--- config.mk ---
export PLATFORM = sky130hd
export DESIGN_NAME = ebp_top
export DESIGN_NICKNAME = d
export VERILOG_FILES = /design/src/ebp_pkg.sv /design/src/ebp_access_enc.sv /design/src/ebp_port_a.sv /design/src/ebp_top.sv
export VERILOG_INCLUDE_DIRS = /design/src
export SDC_FILE = /design/constraint.sdc
export NUM_CORES = 2
export LEC_CHECK = 0
export BUFFER_PORTS_ARGS = -buffer_cell sky130_fd_sc_hd__buf_2
export CAP_MARGIN = 0
export CORE_MARGIN = 1
export CORE_UTILIZATION = 30
export DETAILED_ROUTE_END_ITERATION = 10
export PLACE_DENSITY = 0.55
export REMOVE_ABC_BUFFERS = 1
export SLEW_MARGIN = 20
export SYNTH_ARGS = -nofsm -noshare
export SYNTH_HDL_FRONTEND = slang
export SYNTH_HIERARCHICAL = 1
export SYNTH_SLANG_ARGS = --single-unit
--- constraint.sdc ---
create_clock -name ref_clk -period 6.3 [get_ports ref_clk]
set_input_delay 1.89 -clock ref_clk [delete_from_list [all_inputs] [get_ports ref_clk]]
set_output_delay 1.89 -clock ref_clk [all_outputs]
set_load 0.03 [all_outputs]
--- src/ebp_consts.svh ---
// offsets, field positions, reset values and address map of the bus/port A block
`ifndef EBP_CONSTS_SVH
`define EBP_CONSTS_SVH
`define EBP_OFS_PORT_A_DATA 12'h000
`define EBP_OFS_PORT_A_DIR 12'h004
`define EBP_OFS_CTRL 12'h008
`define EBP_OFS_STATUS 12'h00c
`define EBP_CTRL_MODE_LSB 0
`define EBP_CTRL_MODE_MSB 1
`define EBP_CTRL_NARROW_FOLLOW 2
`define EBP_CTRL_EMULATE_PE 3
`define EBP_CTRL_RESET 8'h00
`define EBP_DIR_RESET 8'h00
`define EBP_DATA_RESET 8'h00
`define EBP_CPU_PORT_A_DATA 16'h0000
`define EBP_CPU_PORT_B_DATA 16'h0001
`define EBP_CPU_PORT_A_DIR 16'h0002
`define EBP_CPU_PORT_B_DIR 16'h0003
`define EBP_CPU_PORT_E_DATA 16'h0008
`define EBP_CPU_PORT_E_DIR 16'h0009
`define EBP_REG_SPACE_LAST 16'h03ff
`define EBP_EXP_REG_COUNT 16'h0010
`define EBP_FOLLOW_FIRST 16'h0400
`define EBP_FOLLOW_LAST 16'h07ff
`define EBP_RAM_FIRST 16'h2000
`define EBP_RAM_BYTES 64
`endif

--- src/ebp_pkg.sv ---
// types shared by the bus/port A block
package ebp_pkg;
  typedef enum logic [1:0] {
    EBP_MODE_SINGLE = 2'h0,
    EBP_MODE_EXP_NARROW = 2'h1,
    EBP_MODE_EXP_WIDE = 2'h2,
    EBP_MODE_PERIPH = 2'h3
  } ebp_mode_e;

  typedef enum logic [4:0] {
    ST_IDLE = 5'h01,
    ST_ADDR = 5'h02,
    ST_DATA = 5'h04,
    ST_DONE = 5'h08,
    ST_SPARE = 5'h10
  } ebp_state_e;

  typedef struct packed {
    logic write;
    logic word;
    logic [15:0] addr;
    logic [15:0] wdata;
  } ebp_req_s;

  typedef struct packed {
    logic lowByteStrobe;
    logic addr0;
    logic readNotWrite;
    logic swap;
  } ebp_enc_s;
endpackage : ebp_pkg

--- src/ebp_access_enc.sv ---
// access-type encoding on strobe, address bit 0 and read/write
`timescale 1ns/1ps
module ebp_access_enc (
  input wire logic addr0,
  input wire logic word,
  input wire logic write,
  input wire logic internalRam,
  output ebp_pkg::ebp_enc_s enc
);
  always_comb
  begin
    enc.readNotWrite = !write;
    enc.addr0 = addr0;
    enc.swap = 1'b0;
    if (word && !addr0)
    begin
      enc.lowByteStrobe = 1'b0;
    end
    else if (word && internalRam)
    begin
      // misaligned word completes in one cycle only inside the ram
      enc.lowByteStrobe = 1'b1;
      enc.swap = 1'b1;
    end
    else
    begin
      // byte: strobe high on even address, low on odd
      enc.lowByteStrobe = !addr0;
    end
  end
endmodule : ebp_access_enc

--- src/ebp_port_a.sv ---
// port A pin driver: bus lanes or general-purpose I/O per pin
`timescale 1ns/1ps
module ebp_port_a (
  input wire logic ref_clk,
  input wire logic reset,
  input wire logic busMode,
  input wire logic [7:0] gpioDir,
  input wire logic [7:0] gpioData,
  input wire logic [7:0] busOut,
  input wire logic [7:0] busOe,
  input wire logic [7:0] pinsIn,
  output wire logic [7:0] pinsOut,
  output wire logic [7:0] pinsOe,
  output wire logic [7:0] readVal
);
  genvar i;
  generate
    for (i = 0; i < 8; i++)
    begin : g_pin
      logic out_q;
      logic out_d;
      logic oe_q;
      logic oe_d;
      always_comb
      begin
        out_d = busMode ? busOut[i] : gpioData[i];
        oe_d = busMode ? busOe[i] : gpioDir[i];
      end
      always_ff @(posedge ref_clk or posedge reset)
      begin
        if (reset)
        begin
          out_q <= 1'b0;
          oe_q <= 1'b0;
        end
        else
        begin
          out_q <= out_d;
          oe_q <= oe_d;
        end
      end
      assign pinsOut[i] = out_q;
      assign pinsOe[i] = oe_q;
      // output pins read back the latch, inputs the pin level
      assign readVal[i] = gpioDir[i] ? gpioData[i] : pinsIn[i];
    end
  endgenerate
endmodule : ebp_port_a

--- src/ebp_top.sv ---
// external multiplexed bus sequencer, on-chip map trimming and port A registers
//
// The APB register port is this design's own decision.
`timescale 1ns/1ps
`include "ebp_consts.svh"
module ebp_top (
  input wire logic ref_clk,
  input wire logic reset,
  input wire logic psel,
  input wire logic penable,
  input wire logic pwrite,
  input wire logic [11:0] paddr,
  input wire logic [31:0] pwdata,
  output logic [31:0] prdata,
  output logic pready,
  output logic pslverr,
  input wire logic cpuReqValid,
  input wire ebp_pkg::ebp_req_s cpuReq,
  output logic cpuReqReady,
  output logic cpuRspValid,
  output logic [15:0] cpuRspData,
  input wire logic [7:0] portAPinsIn,
  output wire logic [7:0] portAPinsOut,
  output wire logic [7:0] portAPinsOe,
  input wire logic [7:0] lowBusIn,
  output logic [7:0] lowBusOut,
  output logic lowBusOe,
  output logic lowByteStrobe,
  output logic addr0,
  output logic readNotWrite,
  output logic addrPhase
);
  ebp_pkg::ebp_state_e state_q, state_d;
  ebp_pkg::ebp_req_s req_q, req_d;
  ebp_pkg::ebp_mode_e mode;
  ebp_pkg::ebp_enc_s enc;
  logic [7:0] ctrl_q, ctrl_d, portAData_q, portAData_d, portADir_q, portADir_d;
  logic [15:0] curAddr_q, curAddr_d, rdata_q, rdata_d, rspData_q, rspData_d;
  logic curWord_q, curWord_d, second_q, second_d, half_q, half_d;
  logic narrow_q, narrow_d, ramHit_q, ramHit_d, rspValid_q, rspValid_d;
  logic ready_q, ready_d, pready_q, pready_d, pslverr_q, pslverr_d;
  logic [31:0] prdata_q, prdata_d;
  logic [7:0] lowOut_q, lowOut_d;
  logic lowOe_q, lowOe_d, strobe_q, strobe_d, a0_q, a0_d, rnw_q, rnw_d;
  logic addrPhase_q, addrPhase_d;
  logic [7:0] paBusOut, paBusOe, portARead;
  logic [7:0] ram [`EBP_RAM_BYTES];
  logic take, busMode, portAMapped, reqRam, reqReg, reqExt, reqNarrow, reqSplit;
  logic apbFirst, apbCommit;
  logic [5:0] ramIdx;
  logic [7:0] ramLo, ramHi, curByte, inByte;

  function automatic logic inRange(input logic [15:0] a, input logic [15:0] lo,
                                   input logic [15:0] hi);
    inRange = (a >= lo) && (a <= hi);
  endfunction : inRange

  // registers that the current mode hands over to the external bus
  function automatic logic isRemoved(input logic [15:0] a, input ebp_pkg::ebp_mode_e m,
                                     input logic emulate_port_e_bit);
    logic exp;
    logic portAB;
    exp = (m == ebp_pkg::EBP_MODE_EXP_NARROW) || (m == ebp_pkg::EBP_MODE_EXP_WIDE);
    portAB = (a == `EBP_CPU_PORT_A_DATA) || (a == `EBP_CPU_PORT_A_DIR)
      || (a == `EBP_CPU_PORT_B_DATA) || (a == `EBP_CPU_PORT_B_DIR);
    isRemoved = ((m == ebp_pkg::EBP_MODE_PERIPH) && (a < `EBP_EXP_REG_COUNT))
      || ((exp || (m == ebp_pkg::EBP_MODE_PERIPH)) && portAB)
      || (exp && emulate_port_e_bit && ((a == `EBP_CPU_PORT_E_DATA) || (a == `EBP_CPU_PORT_E_DIR)));
  endfunction : isRemoved

  function automatic logic wrHit(input logic [15:0] a, input logic word,
                                 input logic [15:0] target);
    wrHit = (a == target) || (word && ((a + 16'h0001) == target));
  endfunction : wrHit

  function automatic logic [7:0] wrLane(input logic [15:0] a, input logic word,
                                        input logic [15:0] wd, input logic [15:0] target);
    wrLane = (word && (a == target)) ? wd[15:8] : wd[7:0];
  endfunction : wrLane

  assign mode = ebp_pkg::ebp_mode_e'(ctrl_q[`EBP_CTRL_MODE_MSB:`EBP_CTRL_MODE_LSB]);
  assign busMode = (mode != ebp_pkg::EBP_MODE_SINGLE);
  assign portAMapped = !busMode;
  assign take = cpuReqValid && ready_q;
  assign reqRam = (cpuReq.addr[15:6] == 10'(`EBP_RAM_FIRST >> 6));
  assign reqReg = (cpuReq.addr <= `EBP_REG_SPACE_LAST)
    && !isRemoved(cpuReq.addr, mode, ctrl_q[`EBP_CTRL_EMULATE_PE]);
  assign reqExt = busMode && !reqRam && !reqReg;
  // narrow follow bit only counts in expanded wide mode
  assign reqNarrow = (mode == ebp_pkg::EBP_MODE_EXP_NARROW)
    || ((mode == ebp_pkg::EBP_MODE_EXP_WIDE) && ctrl_q[`EBP_CTRL_NARROW_FOLLOW]
        && inRange(cpuReq.addr, `EBP_FOLLOW_FIRST, `EBP_FOLLOW_LAST));
  // outside the ram a word either fits one aligned wide cycle or splits in two
  assign reqSplit = cpuReq.word && (reqNarrow || cpuReq.addr[0]);
  assign ramIdx = cpuReq.addr[5:0];
  assign ramLo = ram[ramIdx];
  assign ramHi = ram[ramIdx + 6'h01];
  assign apbFirst = psel && penable && !pready_q;
  assign apbCommit = psel && penable && pready_q && pwrite && !pslverr_q;

  ebp_access_enc u_enc (
    .addr0(curAddr_d[0]),
    .word(curWord_d),
    .write(req_d.write),
    .internalRam(ramHit_d),
    .enc(enc)
  );

  ebp_port_a u_port_a (
    .ref_clk(ref_clk),
    .reset(reset),
    .busMode(busMode),
    .gpioDir(portADir_q),
    .gpioData(portAData_q),
    .busOut(paBusOut),
    .busOe(paBusOe),
    .pinsIn(portAPinsIn),
    .pinsOut(portAPinsOut),
    .pinsOe(portAPinsOe),
    .readVal(portARead)
  );

  always_comb
  begin
    state_d = state_q;
    req_d = req_q;
    curAddr_d = curAddr_q;
    curWord_d = curWord_q;
    second_d = second_q;
    half_d = half_q;
    narrow_d = narrow_q;
    ramHit_d = ramHit_q;
    rdata_d = rdata_q;
    ready_d = ready_q;
    rspValid_d = 1'b0;
    rspData_d = rspData_q;
    portAData_d = portAData_q;
    portADir_d = portADir_q;
    ctrl_d = ctrl_q;
    paBusOut = 8'h00;
    paBusOe = 8'h00;
    lowOut_d = 8'h00;
    lowOe_d = 1'b0;
    strobe_d = strobe_q;
    a0_d = a0_q;
    rnw_d = rnw_q;
    addrPhase_d = 1'b0;
    curByte = req_q.word ? (half_q ? req_q.wdata[7:0] : req_q.wdata[15:8]) : req_q.wdata[7:0];
    inByte = (narrow_q || !curAddr_q[0]) ? portAPinsIn : lowBusIn;
    case (state_q)
      ebp_pkg::ST_IDLE:
      begin
        if (take)
        begin
          req_d = cpuReq;
          ready_d = 1'b0;
          curAddr_d = cpuReq.addr;
          ramHit_d = reqRam;
          narrow_d = reqNarrow;
          half_d = 1'b0;
          second_d = reqExt && reqSplit;
          curWord_d = cpuReq.word && !(reqExt && reqSplit);
          state_d = reqExt ? ebp_pkg::ST_ADDR : ebp_pkg::ST_DONE;
          if (reqRam)
          begin
            rdata_d = cpuReq.word ? {ramLo, ramHi} : {8'h00, ramLo};
          end
          else if (reqReg)
          begin
            rdata_d = 16'h0000;
            if (cpuReq.addr == `EBP_CPU_PORT_A_DATA)
            begin
              rdata_d = cpuReq.word ? {portARead, 8'h00} : {8'h00, portARead};
            end
            else if (cpuReq.addr == `EBP_CPU_PORT_A_DIR)
            begin
              rdata_d = cpuReq.word ? {portADir_q, 8'h00} : {8'h00, portADir_q};
            end
            if (cpuReq.write && wrHit(cpuReq.addr, cpuReq.word, `EBP_CPU_PORT_A_DATA))
            begin
              portAData_d = wrLane(cpuReq.addr, cpuReq.word, cpuReq.wdata,
                                   `EBP_CPU_PORT_A_DATA);
            end
            if (cpuReq.write && wrHit(cpuReq.addr, cpuReq.word, `EBP_CPU_PORT_A_DIR))
            begin
              portADir_d = wrLane(cpuReq.addr, cpuReq.word, cpuReq.wdata,
                                  `EBP_CPU_PORT_A_DIR);
            end
          end
          else
          begin
            rdata_d = 16'h0000;
          end
        end
        else
        begin
          ready_d = 1'b1;
        end
      end
      ebp_pkg::ST_ADDR:
      begin
        state_d = ebp_pkg::ST_DATA;
      end
      ebp_pkg::ST_DATA:
      begin
        if (curWord_q)
        begin
          rdata_d = {portAPinsIn, lowBusIn};
        end
        else if (req_q.word)
        begin
          rdata_d = half_q ? {rdata_q[15:8], inByte} : {inByte, rdata_q[7:0]};
        end
        else
        begin
          rdata_d = {8'h00, inByte};
        end
        if (second_q)
        begin
          // second byte of a split word, back to back with the first
          second_d = 1'b0;
          half_d = 1'b1;
          curAddr_d = curAddr_q + 16'h0001;
          state_d = ebp_pkg::ST_ADDR;
        end
        else
        begin
          state_d = ebp_pkg::ST_DONE;
        end
      end
      ebp_pkg::ST_DONE:
      begin
        rspValid_d = 1'b1;
        rspData_d = rdata_q;
        ready_d = 1'b1;
        state_d = ebp_pkg::ST_IDLE;
      end
      default:
      begin
        state_d = ebp_pkg::ST_IDLE;
        ready_d = 1'b1;
      end
    endcase
    if (state_d == ebp_pkg::ST_ADDR)
    begin
      paBusOut = curAddr_d[15:8];
      paBusOe = 8'hff;
      lowOut_d = curAddr_d[7:0];
      lowOe_d = 1'b1;
      addrPhase_d = 1'b1;
      strobe_d = enc.lowByteStrobe;
      a0_d = enc.addr0;
      rnw_d = enc.readNotWrite;
    end
    else if ((state_d == ebp_pkg::ST_DATA) && req_q.write)
    begin
      if (curWord_q)
      begin
        paBusOut = req_q.wdata[15:8];
        paBusOe = 8'hff;
        lowOut_d = req_q.wdata[7:0];
        lowOe_d = 1'b1;
      end
      else if (narrow_q || !curAddr_q[0])
      begin
        paBusOut = curByte;
        paBusOe = 8'hff;
      end
      else
      begin
        lowOut_d = curByte;
        lowOe_d = 1'b1;
      end
    end
    else if ((state_d == ebp_pkg::ST_DONE) && (state_q == ebp_pkg::ST_IDLE)
             && reqRam && busMode)
    begin
      // in the bus modes ram cycles are shown on the pins; misaligned words swap lanes
      strobe_d = enc.lowByteStrobe;
      a0_d = enc.addr0;
      rnw_d = enc.readNotWrite;
      paBusOe = 8'hff;
      lowOe_d = 1'b1;
      paBusOut = enc.swap ? rdata_d[7:0] : rdata_d[15:8];
      lowOut_d = enc.swap ? rdata_d[15:8] : rdata_d[7:0];
      if (cpuReq.write)
      begin
        paBusOut = enc.swap ? cpuReq.wdata[7:0] : cpuReq.wdata[15:8];
        lowOut_d = enc.swap ? cpuReq.wdata[15:8] : cpuReq.wdata[7:0];
      end
    end
    // software bus wins over a cpu write landing in the same cycle
    if (apbCommit)
    begin
      case (paddr)
        `EBP_OFS_PORT_A_DATA: portAData_d = pwdata[7:0];
        `EBP_OFS_PORT_A_DIR: portADir_d = pwdata[7:0];
        `EBP_OFS_CTRL: ctrl_d = {4'h0, pwdata[3:0]};
        default: ctrl_d = ctrl_d;
      endcase
    end
  end

  always_comb
  begin
    pready_d = apbFirst;
    pslverr_d = 1'b0;
    prdata_d = prdata_q;
    if (apbFirst)
    begin
      prdata_d = 32'h00000000;
      case (paddr)
        `EBP_OFS_PORT_A_DATA:
        begin
          prdata_d = {24'h000000, portAMapped ? portARead : 8'h00};
          pslverr_d = !portAMapped;
        end
        `EBP_OFS_PORT_A_DIR:
        begin
          prdata_d = {24'h000000, portAMapped ? portADir_q : 8'h00};
          pslverr_d = !portAMapped;
        end
        `EBP_OFS_CTRL: prdata_d = {24'h000000, ctrl_q};
        `EBP_OFS_STATUS: prdata_d = {24'h000000, strobe_q, a0_q, narrow_q, state_q};
        default: pslverr_d = 1'b1;
      endcase
    end
  end

  always_ff @(posedge ref_clk)
  begin
    if (take && reqRam && cpuReq.write)
    begin
      ram[ramIdx] <= cpuReq.word ? cpuReq.wdata[15:8] : cpuReq.wdata[7:0];
      if (cpuReq.word)
      begin
        ram[ramIdx + 6'h01] <= cpuReq.wdata[7:0];
      end
    end
  end

  always_ff @(posedge ref_clk or posedge reset)
  begin
    if (reset)
    begin
      state_q <= ebp_pkg::ST_IDLE;
      req_q <= '0;
      curAddr_q <= 16'h0000;
      curWord_q <= 1'b0;
      second_q <= 1'b0;
      half_q <= 1'b0;
      narrow_q <= 1'b0;
      ramHit_q <= 1'b0;
      rdata_q <= 16'h0000;
      ready_q <= 1'b0;
      rspValid_q <= 1'b0;
      rspData_q <= 16'h0000;
      portAData_q <= `EBP_DATA_RESET;
      portADir_q <= `EBP_DIR_RESET;
      ctrl_q <= `EBP_CTRL_RESET;
      pready_q <= 1'b0;
      pslverr_q <= 1'b0;
      prdata_q <= 32'h00000000;
      lowOut_q <= 8'h00;
      lowOe_q <= 1'b0;
      strobe_q <= 1'b1;
      a0_q <= 1'b0;
      rnw_q <= 1'b1;
      addrPhase_q <= 1'b0;
    end
    else
    begin
      state_q <= state_d;
      req_q <= req_d;
      curAddr_q <= curAddr_d;
      curWord_q <= curWord_d;
      second_q <= second_d;
      half_q <= half_d;
      narrow_q <= narrow_d;
      ramHit_q <= ramHit_d;
      rdata_q <= rdata_d;
      ready_q <= ready_d;
      rspValid_q <= rspValid_d;
      rspData_q <= rspData_d;
      portAData_q <= portAData_d;
      portADir_q <= portADir_d;
      ctrl_q <= ctrl_d;
      pready_q <= pready_d;
      pslverr_q <= pslverr_d;
      prdata_q <= prdata_d;
      lowOut_q <= lowOut_d;
      lowOe_q <= lowOe_d;
      strobe_q <= strobe_d;
      a0_q <= a0_d;
      rnw_q <= rnw_d;
      addrPhase_q <= addrPhase_d;
    end
  end

  assign prdata = prdata_q;
  assign pready = pready_q;
  assign pslverr = pslverr_q;
  assign cpuReqReady = ready_q;
  assign cpuRspValid = rspValid_q;
  assign cpuRspData = rspData_q;
  assign lowBusOut = lowOut_q;
  assign lowBusOe = lowOe_q;
  assign lowByteStrobe = strobe_q;
  assign addr0 = a0_q;
  assign readNotWrite = rnw_q;
  assign addrPhase = addrPhase_q;
endmodule : ebp_top

==> results.toml <==
[run_status]
status = "completed"

[cells_and_area]
synthToLayoutAreaGrowth_pct = 14.4
multiInputGateArea_sq_um = 19100
nets = 4027
diodes = 0
fillers = 13159
drive_gt1_share_pct = 20.9
register_area_sq_um = 18800
fin_cells = 5716

[placed_design]
port_buffers = 132
gp_congestion = 1.02
dp_cells = 5582
dpl.hpwl_mm = 117

[logic_synthesis]
ys.flop_type = "edfxtp_1"
avgSynthCellArea_sq_um = 10.3
synth_seq_cells = 649
async_flop_share_pct = 21.1
yosys_warnings = 6
synth_area_sq_um = 39600
synth_top_area_share_pct = 38.9
ys_seq_area_share_pct = 47.5
synth_largest_area_cell = "edfxtp_1"
synthDistinctLibCells = 91
netlist_top_cells_area = "edfxtp_1 (39%), mux4_2 (13%), dfrtp_1 (8.5%), a21oi_1 (7.2%), nor2_1 (5.9%)"
synthCells = 3833
synth_edf_count = 512

[drt]
drc = 0
first_pass_iters = 6
post_drt_wl_per_cell_um = 29.1
final_antenna_net_count = 0
via_count = 33616
wl_mm = 166
viasPerCell = 5.88
drtIter0Drc = 4802

[sta]
fin_hold_ws_ps = 451
slew_violations = 0
slew_headroom_pct = 26.5
fin_crit_sh_pct = 88.7
rsz0062_at_grt = "no"
hold_viol = 0
worst_slew_pin_slew_ps = 1090
achievable-frequency_mhz = 179
finalCriticalPeriod_ps = 5590
finClkSkew_ps = 48.7
setup_violations = 0
fin_setup_tns_ps = 0

[clock_tree]
worstSkewPairLatency_ps = 690
cts_setup_buffers = 0
htree_num_levels = 3
holdBufCountCts = 0
clkTransAtPathRegs_ps = 60
clockBufferDepth = 3
cts_made_buffers = 75
cts_resized = 0
cts.sinks = 649
root_buffer = "clkbuf_16"
cts_tree = "done"

[worst_hold_path]
hold_end = "readNotWrite$_DFFE_PP1P_"
hold_path_depth = 2
hold_path.class = "reg2reg"
hp-start = "readNotWrite$_DFFE_PP1P_"

[grt]
grt_pass1_vias = 31018
grt_first_pass_wirelength_mm = 234
grt_start_max_net_pins = 95
overflow = 0
track_usage_pct = 24.5
antenna_found_initial = 9

[critical_path]
worstSetupPathDepth = 13
worst_ep_arrival_time_ps = 6210
crit_type = "in2reg"
timing.rr.start = "state_q[2]$_DFF_PP0_"
endpoint_kind = "flop"
cp_max_fo = 21
reg2reg_to = "u_port_a/g_pin[0].out_q$_DFF_PP0_"
cp_cell_sequence = "buf_8 -> ha_1 -> xor2_4 -> buf_12 -> mux4_2 -> a2111oi_0 -> o32ai_1 -> nor4_1 -> a311oi_1 -> and2_1 -> o21ai_0 -> buf_4 -> mux2_4"
cpPeakStageDelay_ps = 710
ff2ff_path_depth = 14
worstPathRequired_ps = 6920
critPathTopFamily = "compound AO/OA/AOI/OAI gates"
startpoint_type = "primary input"
critPathBufInv = 3
reg2reg_slack_ps = 1930
crit_slowest_cell = "a2111oi_0"

[floorplanning]
coreArea_sq_um = 130000
fp.dieW_um = 365
io_pins = 181
die_y_um = 365
rows = 132
die_area_sq_um = 133000
initial_core_util_pct = 30.4

[power]
power_density_nw_per_um2 = 241
irDropWorstVdd_uv = 164
leakage_nw = 16.4

[job]
drv_cap = 0
==> layer usage <==
| layer | global-route usage (%) | share of wire, % |
|---|---|---|
| met1 | 33.6 | 40 |
| met2 | 37.2 | 44 |
| met3 | 4.95 | 11 |
| met4 | 10.9 | 5.0 |
| met5 | 0 | 0.033 |
==> sequential cells by signal (all words and copies together), names as in the netlist, 4 cells and up <==
| signal | flops |
|---|---|
| prdata | 8 |
| curAddr_q | 16 |
| ram | 512 |
| ctrl_q | 4 |
| lowBusOut | 8 |
| portADir_q | 8 |
| portAData_q | 8 |
| u_port_a/g_pin.out_q | 8 |
| req_q | 18 |
| u_port_a/g_pin.oe_q | 8 |
| rdata_q | 16 |
| cpuRspData | 16 |
| state_q | 5 |
==> where the power goes <==
| group | switching (W) | leakage, nW | internal (W) |
|---|---|---|---|
| combinational | 0.00117 | 8.88 | 0.000600 |
| sequential | 0.0000828 | 6.41 | 0.00474 |
| clock | 0.00190 | 1.12 | 0.00241 |
==> cells in the mapped netlist (all sizes together) (10+ instances only) <==
library cell,n
inv,28
or3,14
nor2,620
a22o,10
nand2,413
a22oi,31
ha,10
o21a,14
a31oi,12
o22ai,44
a32oi,17
edfxtp,512
and3,13
and2,14
a221oi,10
clkbuf,255
o221ai,28
o211ai,13
a21oi,572
mux4,225
mux2i,108
nor2b,17
o31ai,11
nand4,16
o21ai,156
nand2b,15
nor4,19
nand3,46
dfrtp,134
a211oi,15
a2111oi,13
nor3,57
buf,149
mux2,67
nand3b,12
==> cell usage in the layout, fill, tap and decap left out, drive strengths merged, types with 16 or more instances in the layout <==
cell type,instances
nand2,413
nor2,620
nand3,46
dfrtp,134
nor2b,17
mux4,225
edfxtp,512
a32oi,17
o22ai,44
conb,25
clkbuf,97
o221ai,28
nor3,57
inv,32
nor4,19
nand4,16
buf,387
mux2,67
mux2i,108
o21ai,156
a21oi,572
a22oi,31
clkinv,29
==> cell families (layout without fill, tap and decap cells) <==
family          count (synthesis)  in the layout  synth area share, %
simple gates                 1303           1303                 14.2
compound gates               1024           1024                 15.3
flops                         649            649                 47.5
buf+inv                       435            552                 4.89
mux                           400            400                 17.5
xor+xnor                       11             11                0.244
fa+ha+maj                      10             10                0.316
other cells                     1             25              0.00948
==> how the worst max path moves through the flow <==
stage	startpoint	to	slack, ps
after detailed placement	cpuReq[17]	u_port_a/g_pin[4].out_q$_DFF_PP0_	260
after floorplan	cpuReq[16]	u_port_a/g_pin[0].out_q$_DFF_PP0_	-2490
after CTS	cpuReq[17]	lowBusOut[4]$_DFF_PP0_	940
final	cpuReq[16]	u_port_a/g_pin[4].out_q$_DFF_PP0_	710
after global placement	cpuReq[17]	u_port_a/g_pin[0].out_q$_DFF_PP0_	230
after global routing	cpuReq[16]	u_port_a/g_pin[4].out_q$_DFF_PP0_	580
==> tightest hold or removal path, cell delays in order, from the launching register on <==
cell     delay, ps
dfstp_2        360
nand2_1         40
nand2_1         40
==> cell type report <==
| class | instances | share of cell area, % |
|---|---|---|
| Clock buffer | 97 | 4.49 |
| Clock inverter | 37 | 0.655 |
| Inverter | 31 | 0.263 |
| Multi-Input combinational cell | 2773 | 42.1 |
| Sequential cell | 649 | 41.5 |
| Tap cell | 1742 | 4.81 |
| Timing Repair Buffer | 387 | 6.11 |
==> stage by stage <==
step | power, W | cell area [sq um] | util, % | setup WS [ps]
after CTS | 0.0109 | 45300 | 34.8 | 940
after detailed placement | 0.00663 | 42900 | 33.0 | 257
after global placement | 0.00662 | 42900 | 33.0 | 234
final | 0.0109 | 45300 | 34.8 | 712
after global routing | 0.0112 | 45300 | 34.8 | 581
after floorplan | 0.00584 | 37800 | - | -2490
Note: power is estimated with default switching activity, not from simulation.
